File: config.mk
export PLATFORM = sky130hd
export DESIGN_NAME = ldc_control_port
export DESIGN_NICKNAME = d
export VERILOG_FILES = /design/src/ldc_pkg.sv /design/src/ldc_sync.sv /design/src/ldc_control_port.sv
export SDC_FILE = /design/constraint.sdc
export NUM_CORES = 1
export LEC_CHECK = 0
export ABC_AREA = 0
export BUFFER_PORTS_ARGS = -buffer_cell sky130_fd_sc_hd__buf_2
export CAP_MARGIN = 20
export CORE_ASPECT_RATIO = 0.6
export CORE_MARGIN = 2
export CORE_UTILIZATION = 57
export DETAILED_ROUTE_END_ITERATION = 8
export GPL_TIMING_DRIVEN = 0
export PLACE_DENSITY = 0.79
export SKIP_LAST_GASP = 1
export SLEW_MARGIN = 25
export SYNTH_ARGS = -nofsm -noshare
export SYNTH_HDL_FRONTEND = slang
export SYNTH_SLANG_ARGS = --single-unit
File: constraint.sdc
create_clock -name mclk -period 7.9 [get_ports mclk]
set_input_delay 1.58 -clock mclk [delete_from_list [all_inputs] [get_ports mclk]]
set_output_delay 1.58 -clock mclk [all_outputs]
set_load 0.005 [all_outputs]
File: src/ldc_pkg.sv
// Function
// - SDA falling while SCL high is start.
// - SDA rising while SCL high is stop.
// - Bus busy from start until stop.
// - Repeated start acts like a start.
// - SDA changes only while SCL is low.
// - Answer only to seven-bit address 1010011.
// - Direction bit zero writes, one reads.
// - Write: register address byte, then data.
// - Bytes are eight bits, MSB first.
// - Device pulls SDA low on ninth clock.
// - Low three bits select the operating mode.
// - Enable field mirrored between both brightness registers.
// - Torch bits five to three hold torch level.
// - Torch bits seven, six select indicator current.
// - Enable codes decode; flash codes clear on timeout.
// - Light load gives pulsed converter operation; the code also requires the voltage output enable bit, torch bit two.
// - Config one bit zero disables light load.
package ldc_pkg;

   // Seven-bit slave address of the device.
   localparam logic [6:0] DEV_ADDR = 7'h53;
   // Bits in one byte on the wire.
   localparam logic [3:0] BYTE_BITS = 4'h8;
   // Number of control registers.
   localparam int NUM_REGS = 8;

   // Register offsets as seen on the serial port.
   localparam logic [7:0] OFS_GPIO = 8'h20;
   localparam logic [7:0] OFS_VIN = 8'h80;
   localparam logic [7:0] OFS_TORCH = 8'hA0;
   localparam logic [7:0] OFS_FLASH = 8'hB0;
   localparam logic [7:0] OFS_DUR = 8'hC0;
   localparam logic [7:0] OFS_FLAGS = 8'hD0;
   localparam logic [7:0] OFS_CFG1 = 8'hE0;
   localparam logic [7:0] OFS_CFG2 = 8'hF0;

   // Storage slot of each register inside the bank.
   localparam logic [2:0] IDX_GPIO = 3'h0;
   localparam logic [2:0] IDX_VIN = 3'h1;
   localparam logic [2:0] IDX_TORCH = 3'h2;
   localparam logic [2:0] IDX_FLASH = 3'h3;
   localparam logic [2:0] IDX_DUR = 3'h4;
   localparam logic [2:0] IDX_FLAGS = 3'h5;
   localparam logic [2:0] IDX_CFG1 = 3'h6;
   localparam logic [2:0] IDX_CFG2 = 3'h7;

   // Values after reset, slot seven first.
   localparam logic [7:0][7:0] REGS_RESET = {
      8'hF0, 8'h42, 8'h40, 8'h4F, 8'h68, 8'h50, 8'hF0, 8'h80};

   // Field positions in the brightness registers.
   localparam int LED_FUNCTION_SEL_LO_BIT = 0;
   localparam int LED_FUNCTION_SEL_HI_BIT = 1;
   localparam int VOLTAGE_OUTPUT_ENABLE_BIT = 2;
   localparam int TORCH_CURRENT_SEL_B0_BIT = 3;
   localparam int TORCH_CURRENT_SEL_B2_BIT = 5;
   localparam int INDICATOR_CURRENT_SEL_LO_BIT = 6;
   localparam int INDICATOR_CURRENT_SEL_HI_BIT = 7;
   // Light-load disable bit in the first configuration register.
   localparam int LIGHT_LOAD_DISABLE_BIT = 0;

   // Serial port states, Gray coded along the usual path.
   typedef enum logic [3:0] {
      ST_IDLE = 4'h0,
      ST_ADDR = 4'h1,
      ST_ACK_ADDR = 4'h3,
      ST_REG_ADDR = 4'h2,
      ST_ACK_REG = 4'h6,
      ST_WDATA = 4'h7,
      ST_ACK_DATA = 4'h5,
      ST_RDATA = 4'h4,
      ST_RACK = 4'hC,
      ST_IGNORE = 4'hD
   } ldc_state_t;

endpackage

File: src/ldc_sync.sv
// Three-stage synchroniser with agreement filter for one pin.
module ldc_sync #(
   parameter logic INIT = 1'b1
) (
   input wire logic mclk,
   input wire logic reset,
   input wire logic din,
   output logic filt
);

   // Stage flops and the last agreed level.
   typedef struct packed {
      logic ff1;
      logic ff2;
      logic ff3;
      logic held;
   } ldc_sync_t;

   ldc_sync_t q;
   ldc_sync_t next_q;

   // The filtered level follows only when stages two and three agree.
   // Taking it combinationally from flops saves one cycle of latency.
   always_comb begin
      next_q = q;
      next_q.ff1 = din;
      next_q.ff2 = q.ff1;
      next_q.ff3 = q.ff2;
      if (q.ff2 == q.ff3) begin
         next_q.held = q.ff3;
      end
      filt = (q.ff2 == q.ff3) ? q.ff3 : q.held;
   end

   // Register all stages; reset loads the idle level.
   always_ff @(posedge mclk) begin
      if (reset) begin
         q <= {INIT, INIT, INIT, INIT};
      end else begin
         q <= next_q;
      end
   end

endmodule

File: src/ldc_control_port.sv
// Serial control port and register bank of the LED driver.
module ldc_control_port (
   input wire logic mclk,
   input wire logic reset,
   // Serial clock from the master.
   input wire logic scl,
   // Serial data pin: level in, level out and drive enable.
   input wire logic sda_in,
   output logic sda_out,
   output logic sda_oe,
   // Light-load comparator result from the converter.
   input wire logic light_load_detect,
   // One-cycle pulse from the flash timer, same clock.
   input wire logic flash_timeout_done,
   // Bus occupied between start and stop.
   output logic bus_busy,
   // Converter runs in pulsed mode.
   output logic pulsed_mode,
   // Register contents for the analogue side.
   output logic [7:0] gpio_control,
   output logic [7:0] input_voltage_monitor,
   output logic [7:0] torch_brightness,
   output logic [7:0] flash_brightness,
   output logic [7:0] flash_duration,
   output logic [7:0] fault_flags,
   output logic [7:0] config_one,
   output logic [7:0] config_two,
   // Decoded enable field bits.
   output logic led_function_sel_lo,
   output logic led_function_sel_hi,
   output logic voltage_output_enable
);

   // Whole state of the port in one record.
   typedef struct packed {
      ldc_pkg::ldc_state_t st;
      logic [3:0] bitcnt;
      logic [7:0] shreg;
      logic [7:0] ptr;
      logic rw;
      logic nack;
      logic scl_q;
      logic sda_q;
      logic oe;
      logic drv;
      logic busy;
      logic pulsed;
      logic [7:0][7:0] regs;
   } ldc_ctrl_t;

   ldc_ctrl_t q;
   ldc_ctrl_t next_q;

   // Filtered pin levels.
   logic scl_f;
   logic sda_f;
   logic light_f;

   // Map a register offset to its slot; bit three flags a hit.
   function automatic logic [3:0] reg_lookup(input logic [7:0] a);
      logic [3:0] r;
      r = 4'h0;
      if (a == ldc_pkg::OFS_GPIO) begin
         r = {1'b1, ldc_pkg::IDX_GPIO};
      end else if (a == ldc_pkg::OFS_VIN) begin
         r = {1'b1, ldc_pkg::IDX_VIN};
      end else if (a == ldc_pkg::OFS_TORCH) begin
         r = {1'b1, ldc_pkg::IDX_TORCH};
      end else if (a == ldc_pkg::OFS_FLASH) begin
         r = {1'b1, ldc_pkg::IDX_FLASH};
      end else if (a == ldc_pkg::OFS_DUR) begin
         r = {1'b1, ldc_pkg::IDX_DUR};
      end else if (a == ldc_pkg::OFS_FLAGS) begin
         r = {1'b1, ldc_pkg::IDX_FLAGS};
      end else if (a == ldc_pkg::OFS_CFG1) begin
         r = {1'b1, ldc_pkg::IDX_CFG1};
      end else if (a == ldc_pkg::OFS_CFG2) begin
         r = {1'b1, ldc_pkg::IDX_CFG2};
      end
      return r;
   endfunction

   // Byte that a read returns; unmapped offsets give zero.
   function automatic logic [7:0] read_byte(
      input logic [7:0][7:0] regs,
      input logic [7:0] a
   );
      logic [3:0] hit;
      logic [7:0] d;
      hit = reg_lookup(a);
      d = 8'h00;
      if (hit[3]) begin
         d = regs[hit[2:0]];
      end
      return d;
   endfunction

   // Both bus lines pass the same filter so their edges stay in order.
   ldc_sync #(.INIT(1'b1)) u_scl_sync (
      .mclk(mclk),
      .reset(reset),
      .din(scl),
      .filt(scl_f)
   );

   ldc_sync #(.INIT(1'b1)) u_sda_sync (
      .mclk(mclk),
      .reset(reset),
      .din(sda_in),
      .filt(sda_f)
   );

   // The comparator is analogue and asynchronous to this clock.
   ldc_sync #(.INIT(1'b0)) u_light_sync (
      .mclk(mclk),
      .reset(reset),
      .din(light_load_detect),
      .filt(light_f)
   );

   // Next-state logic for the port, the bank and the mode outputs.
   always_comb begin
      logic start_c;
      logic stop_c;
      logic rise_c;
      logic fall_c;
      logic [3:0] hit;
      logic [7:0] rd;
      start_c = 1'b0;
      stop_c = 1'b0;
      rise_c = 1'b0;
      fall_c = 1'b0;
      hit = 4'h0;
      rd = 8'h00;
      next_q = q;
      next_q.scl_q = scl_f;
      next_q.sda_q = sda_f;

      // Start: data falls with the clock high on both samples.
      start_c = scl_f & q.scl_q & q.sda_q & ~sda_f;
      // Stop: data rises with the clock high on both samples.
      stop_c = scl_f & q.scl_q & ~q.sda_q & sda_f;
      rise_c = scl_f & ~q.scl_q;
      fall_c = ~scl_f & q.scl_q;

      // A finished flash drops the flash bits in both copies.
      // Codes 011 and 111 become 000 and 100.
      // A serial write later in this process overrides the clear.
      if (flash_timeout_done &&
          q.regs[ldc_pkg::IDX_TORCH][1:0] == 2'b11) begin
         next_q.regs[ldc_pkg::IDX_TORCH][1:0] = 2'b00;
         next_q.regs[ldc_pkg::IDX_FLASH][1:0] = 2'b00;
      end

      // Pulsed mode needs the comparator enabled, voltage output on
      // and a light load; the LED function bits are not looked at.
      next_q.pulsed = light_f &
         ~q.regs[ldc_pkg::IDX_CFG1][ldc_pkg::LIGHT_LOAD_DISABLE_BIT] &
         q.regs[ldc_pkg::IDX_TORCH][ldc_pkg::VOLTAGE_OUTPUT_ENABLE_BIT];
      // The comparator level is filtered, so a glitch shorter than one
      // cycle never toggles the converter mode.

      if (start_c) begin
         // Start and repeated start restart address reception, so a
         // frame cut short by a new start never leaves stale bits.
         next_q.st = ldc_pkg::ST_ADDR;
         next_q.bitcnt = 4'h0;
         next_q.busy = 1'b1;
         next_q.oe = 1'b0;
         next_q.nack = 1'b0;
      end else if (stop_c) begin
         // Stop frees the bus and drops any drive.
         next_q.st = ldc_pkg::ST_IDLE;
         next_q.busy = 1'b0;
         next_q.oe = 1'b0;
      end else if (rise_c) begin
         // Data is sampled while the clock is high.
         case (q.st)
            ldc_pkg::ST_ADDR, ldc_pkg::ST_REG_ADDR,
            ldc_pkg::ST_WDATA: begin
               // Shift in at the bottom, MSB arrives first.
               next_q.shreg = {q.shreg[6:0], sda_f};
               next_q.bitcnt = q.bitcnt + 4'h1;
            end
            ldc_pkg::ST_RACK: begin
               // A high level here means the master refuses more.
               next_q.nack = sda_f;
            end
            default: begin
               next_q.nack = q.nack;
            end
         endcase
      end else if (fall_c) begin
         // All drive changes happen just after the clock falls, which
         // leaves the master about two cycles of margin before it rises.
         case (q.st)
            ldc_pkg::ST_ADDR: begin
               if (q.bitcnt == ldc_pkg::BYTE_BITS) begin
                  if (q.shreg[7:1] == ldc_pkg::DEV_ADDR) begin
                     next_q.rw = q.shreg[0];
                     next_q.oe = 1'b1;
                     next_q.st = ldc_pkg::ST_ACK_ADDR;
                  end else begin
                     // Foreign address: stay off the line.
                     next_q.st = ldc_pkg::ST_IGNORE;
                  end
               end
            end
            ldc_pkg::ST_ACK_ADDR: begin
               if (q.rw) begin
                  // Read: present the addressed register.
                  rd = read_byte(q.regs, q.ptr);
                  next_q.shreg = rd;
                  next_q.oe = ~rd[7];
                  next_q.bitcnt = 4'h1;
                  next_q.st = ldc_pkg::ST_RDATA;
               end else begin
                  next_q.oe = 1'b0;
                  next_q.bitcnt = 4'h0;
                  next_q.st = ldc_pkg::ST_REG_ADDR;
               end
            end
            ldc_pkg::ST_REG_ADDR: begin
               // First byte after the address picks the register.
               if (q.bitcnt == ldc_pkg::BYTE_BITS) begin
                  next_q.ptr = q.shreg;
                  next_q.oe = 1'b1;
                  next_q.st = ldc_pkg::ST_ACK_REG;
               end
            end
            ldc_pkg::ST_ACK_REG, ldc_pkg::ST_ACK_DATA: begin
               // Ninth pulse over; release and take the next byte.
               next_q.oe = 1'b0;
               next_q.bitcnt = 4'h0;
               next_q.st = ldc_pkg::ST_WDATA;
            end
            ldc_pkg::ST_WDATA: begin
               if (q.bitcnt == ldc_pkg::BYTE_BITS) begin
                  hit = reg_lookup(q.ptr);
                  // Flags are cleared by reading only, never written.
                  if (hit[3] && hit[2:0] != ldc_pkg::IDX_FLAGS) begin
                     next_q.regs[hit[2:0]] = q.shreg;
                  end
                  // The enable field lives in both brightness copies.
                  if (hit == {1'b1, ldc_pkg::IDX_TORCH}) begin
                     next_q.regs[ldc_pkg::IDX_FLASH][2:0] =
                        q.shreg[2:0];
                  end else if (hit == {1'b1, ldc_pkg::IDX_FLASH}) begin
                     next_q.regs[ldc_pkg::IDX_TORCH][2:0] =
                        q.shreg[2:0];
                  end
                  next_q.oe = 1'b1;
                  next_q.st = ldc_pkg::ST_ACK_DATA;
               end
            end
            ldc_pkg::ST_RDATA: begin
               if (q.bitcnt == ldc_pkg::BYTE_BITS) begin
                  // Byte done: hand the line to the master's answer.
                  next_q.oe = 1'b0;
                  next_q.nack = 1'b0;
                  next_q.st = ldc_pkg::ST_RACK;
                  // A completed read of the flags clears them; a read cut
                  // short by a start or stop leaves them standing.
                  if (reg_lookup(q.ptr) ==
                      {1'b1, ldc_pkg::IDX_FLAGS}) begin
                     next_q.regs[ldc_pkg::IDX_FLAGS] = 8'h00;
                  end
               end else begin
                  // Pulling low for a zero, releasing for a one.
                  next_q.shreg = {q.shreg[6:0], 1'b0};
                  next_q.oe = ~q.shreg[6];
                  next_q.bitcnt = q.bitcnt + 4'h1;
               end
            end
            ldc_pkg::ST_RACK: begin
               if (q.nack) begin
                  // Master is done; wait for its stop or start.
                  next_q.oe = 1'b0;
                  next_q.st = ldc_pkg::ST_IGNORE;
               end else begin
                  // Further bytes repeat the same register.
                  // There is no auto increment, so a burst re-reads one slot.
                  rd = read_byte(q.regs, q.ptr);
                  next_q.shreg = rd;
                  next_q.oe = ~rd[7];
                  next_q.bitcnt = 4'h1;
                  next_q.st = ldc_pkg::ST_RDATA;
               end
            end
            default: begin
               // Idle or ignoring: the line stays released.
               next_q.oe = 1'b0;
            end
         endcase
      end
   end

   // One register stage for all state; reset loads documented values.
   always_ff @(posedge mclk) begin
      if (reset) begin
         q.st <= ldc_pkg::ST_IDLE;
         q.bitcnt <= 4'h0;
         q.shreg <= 8'h00;
         q.ptr <= 8'h00;
         q.rw <= 1'b0;
         q.nack <= 1'b0;
         q.scl_q <= 1'b1;
         q.sda_q <= 1'b1;
         q.oe <= 1'b0;
         q.drv <= 1'b0;
         q.busy <= 1'b0;
         q.pulsed <= 1'b0;
         q.regs <= ldc_pkg::REGS_RESET;
      end else begin
         q <= next_q;
      end
   end

   // Open-drain data: the only level ever driven is low.
   // The enable alone decides the wire, so it never drives high.
   assign sda_out = q.drv;
   assign sda_oe = q.oe;
   assign bus_busy = q.busy;
   assign pulsed_mode = q.pulsed;

   // The analogue side reads the bank directly.
   assign gpio_control = q.regs[ldc_pkg::IDX_GPIO];
   assign input_voltage_monitor = q.regs[ldc_pkg::IDX_VIN];
   assign torch_brightness = q.regs[ldc_pkg::IDX_TORCH];
   assign flash_brightness = q.regs[ldc_pkg::IDX_FLASH];
   assign flash_duration = q.regs[ldc_pkg::IDX_DUR];
   assign fault_flags = q.regs[ldc_pkg::IDX_FLAGS];
   assign config_one = q.regs[ldc_pkg::IDX_CFG1];
   assign config_two = q.regs[ldc_pkg::IDX_CFG2];

   // Operating mode comes from the shared enable field.
   assign led_function_sel_lo =
      q.regs[ldc_pkg::IDX_TORCH][ldc_pkg::LED_FUNCTION_SEL_LO_BIT];
   assign led_function_sel_hi =
      q.regs[ldc_pkg::IDX_TORCH][ldc_pkg::LED_FUNCTION_SEL_HI_BIT];
   assign voltage_output_enable =
      q.regs[ldc_pkg::IDX_TORCH][ldc_pkg::VOLTAGE_OUTPUT_ENABLE_BIT];

endmodule

After elaboration in Yosys (flattened, before gate mapping)

Index checks and enable logic that the tools add are counted.

Latch bits: 0
Memories: 0
Memory bits (read-only): 0
RAM bits: 0
Output and inout bits: 71
Input bits: 6
Register bits: 105

Multipliers: 0
Mux-type cells: 109
Divide/modulo/power cells: 0
Reductions and logical operators: 31
Add/sub/neg operators: 1
Equality and inequality tests: 44
Bitwise operators: 20
Shifts and indexed selects: 0
$lt $le $gt $ge: 4

Operators with widths:

| cell               | number |
|---|---|
| $mux 8             | 22 |
| $mux 4             | 37 |
| $mux 26            | 5 |
| $mux 48            | 2 |
| $bwmux 64          | 1 |
| $eq 8x8->1 const B | 7 |
| $bmux 8 s3         | 2 |
| $mux 12            | 4 |
| $reduce_and 7->1   | 5 |
| $pmux 4 s7         | 1 |
| $demux 8 s3        | 1 |
| $pmux 8 s3         | 1 |
| $mux 23            | 1 |
| $mux 22            | 1 |
| $eq 4x4->1 const B | 5 |
| $mux 1             | 20 |
| $reduce_and 6->1   | 3 |
| $eq 4x3->1 const B | 4 |
| $ne 4x4->1 const B | 4 |
| $pmux 4 s4         | 1 |
| $pmux 8 s2         | 1 |
| $ne 3x3->1 const B | 5 |
| $ne 2x2->1 const B | 7 |
| $lt 3x4->1 const B | 3 |
| other kinds (29)   | 66 |

Longest topological paths before layout

Depth in word-level cells: 30
Depth in mapped cells: 10
Mapped depth without buffers: 9

Cells and area by module

Synthesis repeated with hierarchy kept, for this count alone.

Cell total of the unflattened synthesis: 659
Area, all modules: 5,753.0 sq um

Modules (own cells, without submodules):

| module                     | sequential area each (sq um) | area each (sq um) | instances | cells each |
|---|---|---|---|---|
| ldc_control_port           | 1,901.8                      | 5,396.4           | 1         | 632 |
| ldc_sync at u_scl_sync ... | 80.1                         | 116.4             | 2         | 9 |
| ldc_sync at u_light_sync   | 80.1                         | 123.9             | 1         | 9 |

Least setup slack after synthesis

OpenSTA, ideal clock, no wires.

Kind: input -> register
From: input reset
To: register q[93] in the netlist's numbering
Library setup time: 131 ps
Arrival time: 2,427 ps
Slack: 5,343 ps
Stages: 4
Cell sequence: clkbuf_1 -> clkbuf_1 -> clkbuf_1 -> nor3_1

Cells in the longest elaborated chain, start to end: 1

Ends and longest elaborated chain:

| element                          | line                    | RTL |
|---|---|---|
| from (decl)                      | ldc_control_port.sv:4   | `input wire logic reset,` |
| $reduce_or 3->1 (no source line) | n/a                     |  |
| to (signal assigned)             | ldc_control_port.sv:315 | `q <= next_q;` |
| to (decl)                        | ldc_control_port.sv:51  | `ldc_ctrl_t q;` |

No other way between the ends.
A chain may end at the register's enable or synchronous reset.

==> metrics <==
Post-Synth Simple-Gate Area 20.1%; CTS Buffer Depth 2; clock skew 7.09 ps; CTS resizes 0; CP Capture Type register; met3 Use GR 7.93%; WL per Instance 18.6 um; Warnings, synthesis 0; GR peak layer met1; M2 GR Usage 44.1%; Die Ht 81.0 um; iteration-0 DRC count of the detailed router 569; Yosys reg bits 105; layout cells sized above 1 27.4%; Inserted Clock Buffers 9; global routing usage on met1 45.4%; RSZ-0062 raised after global routing false; status complete, no violations; f_max 0.298 GHz; initial antenna violation count 0; multiplexer area fraction after synthesis 11.1%; crit share post-route 42.4%; Yosys cell types 72; ys flop type dfxtp_1; CP max FO 10; Worst slew margin 27.9%; CTS tree built; Util after Layout 66.6%; CTS HTree Levels 3; CTS root buffer clkbuf_16; Starting Density 57.8%; WL final 16,200 um; max-cap violation count 0; non-filler instance count after layout 872; core outline area 9740 um^2; largest net degree at the start of global routing 20; worst skew pair latency 360 ps; largest family of logic cells by synthesized area simple AND/OR/NAND/NOR gates; first-pass detailed-route iteration total 5; Final WS setup 4550 ps; CTS hold repair buffers 0; Synth Area in Adders 1.51%; Slew Viols, Final 0; Area Growth Syn to Fin 15.2%; WP data arrival 3620 ps; postcts setup bufs 0; Hold Path End u_sda_sync.next_q[1]$_SDFF_PP1_; Startpoint Class register; Power per Cell Area 158 nW/um^2; dpl ws 4750 ps; most common cell after layout, fill and taps aside dfxtp_1; Die W 132 um; number of global-route vias before repair 4,749; DP Cell Count 856; Synth Area in Compound Gates 16.0%; worst reg2reg startpoint u_scl_sync.q[0]$_SDFF_PP1_; Max rail drop VDD 0.129 mV; XOR/XNOR Fraction of Synth Area 0.311%; Mapped Nets 659; num ports 77; Diodes inserted 0; first-pass GRT wire length 25,500 um; R2R Setup Slk 4550 ps; Post-synth EDFFs 0; worst slew pin tran 1080 ps; HP Start u_sda_sync.next_q[2]$_SDFF_PP1_; class of the worst hold path register to register; Fin. Hold Viols 0; via count 5,189; die area 10,700 um^2; R2R depth 7; WP data required 8170 ps; Fillers 872; dpl hpwl 12,000 um; sequential fraction of the synthesis area 37.3%; input/output buffers 74; DRC viols 0; synthesized area 5630 um^2; mean post-synth cell area 8.70 um^2; share of synthesized registers carrying an async set or reset 0%; Worst R2R End q[81]$_SDFFE_PP0P_; grt ovf 0; Cell Rows 28; post-DR vias/cell 5.95; minimum clock period 3350 ps; critical path class register to register; Final setup viols 0; Mapped Cells 647; antenna viol nets, final 0; Leakage 2.67 nW; setup TNS 0 ps; Pwr Total 1.02 mW; NumNets Final 744; most frequent cells in the layout dfxtp_1, nor2_1, buf_2; Hold Path Cell Cnt 1; Tot GR Track Use 30.8%; clock slew at reported path FFs 80 ps; GPL Wtd Cong 0.923; TritonCTS Sinks 105
## per-stage QoR
| stage | hold slack, ps | cell area [um^2] |
|---|---|---|
| 2_1_floorplan | 389 | 5630 |
| 3_3_place_gp | 391 | 6170 |
| 3_5_place_dp | 408 | 6170 |
| 4_1_cts | 426 | 6490 |
| 5_1_grt | 453 | 6490 |
| 6_report | 424 | 6490 |
## critical path, stage by stage, from the launching register on
cell and delay (ps):
dfxtp_1 380, maj3_1 450, ha_1 250, clkbuf_1 220, nand2b_1 350, nor3_1 860, a32oi_1 410, a311oi_1 340
## cell usage after synthesis (3+ instances only)
master	instances	area [um^2]
nand3_1	18	90.1
a311oi_1	7	61.3
a211oi_1	5	37.5
ha_1	6	75.1
a21oi_1	35	175
nor4_1	4	25.0
buf_2	8	40.0
o21ai_0	15	75.1
nor2b_1	15	93.8
a211o_1	16	140
nand4_1	4	25.0
o221a_2	3	33.8
nor4_2	3	37.5
o31ai_1	3	22.5
or2_2	8	50.1
and3b_1	3	26.3
o21bai_1	3	22.5
clkbuf_1	27	101
nor2_1	83	312
and2_1	8	50.1
buf_6	3	33.8
mux2i_1	59	591
dfxtp_1	105	2100
buf_4	68	510
nand2b_1	5	31.3
nand2_1	33	124
a32oi_1	5	43.8
o221ai_1	5	43.8
inv_1	19	71.3
nor3_1	16	80.1
## cells by family (layout without fill, tap and decap cells)
group	Yosys count	after routing
DFF	105	105
other	1	1
and+or+nand+nor	221	221
xor gates and xnor gates	2	2
adders and majority gates	7	7
muxes	61	61
AOI/OAI and AO/OA	123	123
buffers and inverters	127	217
## final cells by class
type | instances | area, um^2 | share of cell area, %
Buffer | 108 | 693 | 10.7
Multi-Input combinational cell | 415 | 2770 | 42.7
Inverter | 19 | 71.3 | 1.10
Clock buffer | 9 | 225 | 3.47
Clock inverter | 7 | 86.3 | 1.33
Timing Repair Buffer | 74 | 370 | 5.71
Tap cell | 135 | 169 | 2.60
Sequential cell | 105 | 2100 | 32.4
## how the worst max path moves through the flow
| stage | start | end | slack [ps] | depth (start not counted) |
|---|---|---|---|---|
| floorplan | reset | q[93]$_SDFFE_PP0P_ | 5340 | 4 |
| global placement | reset | q[86]$_SDFFE_PP0P_ | 4770 | 4 |
| detailed placement | reset | q[72]$_SDFFE_PP0P_ | 4750 | 4 |
| CTS | u_scl_sync.q[0]$_SDFF_PP1_ | q[81]$_SDFFE_PP0P_ | 4770 | 7 |
| global route | u_scl_sync.q[0]$_SDFF_PP1_ | q[86]$_SDFFE_PP0P_ | 4510 | 7 |
| finish | u_scl_sync.q[0]$_SDFF_PP1_ | q[81]$_SDFFE_PP0P_ | 4550 | 7 |
## per-layer routing
layer | vias to the layer above | routed length [um]
met5 | - | 0
met4 | 0 | 262
li1 | 2372 | -
met3 | 26 | 1760
met1 | 2481 | 7680
met2 | 310 | 6550
## sequential cells by signal, summed over array words and instances (netlist names)
register               cells
u_scl_sync.q               2
config_two                 8
u_scl_sync.next_q          2
bus_busy                   1
gpio_control               8
fault_flags                8
flash_brightness           8
q                         26
u_sda_sync.next_q          2
input_voltage_monitor      8
u_light_sync.next_q        2
flash_duration             8
u_sda_sync.q               2
config_one                 8
pulsed_mode                1
sda_oe                     1
torch_brightness           8
u_light_sync.q             2
## where the power goes
group          switching [mW]  internal (mW)  leakage [nW]
sequential            0.00110          0.531         0.848
combinational          0.0156        0.00529          1.67
clock                   0.218          0.253         0.154
Note: power is estimated with default switching activity, not from simulation.
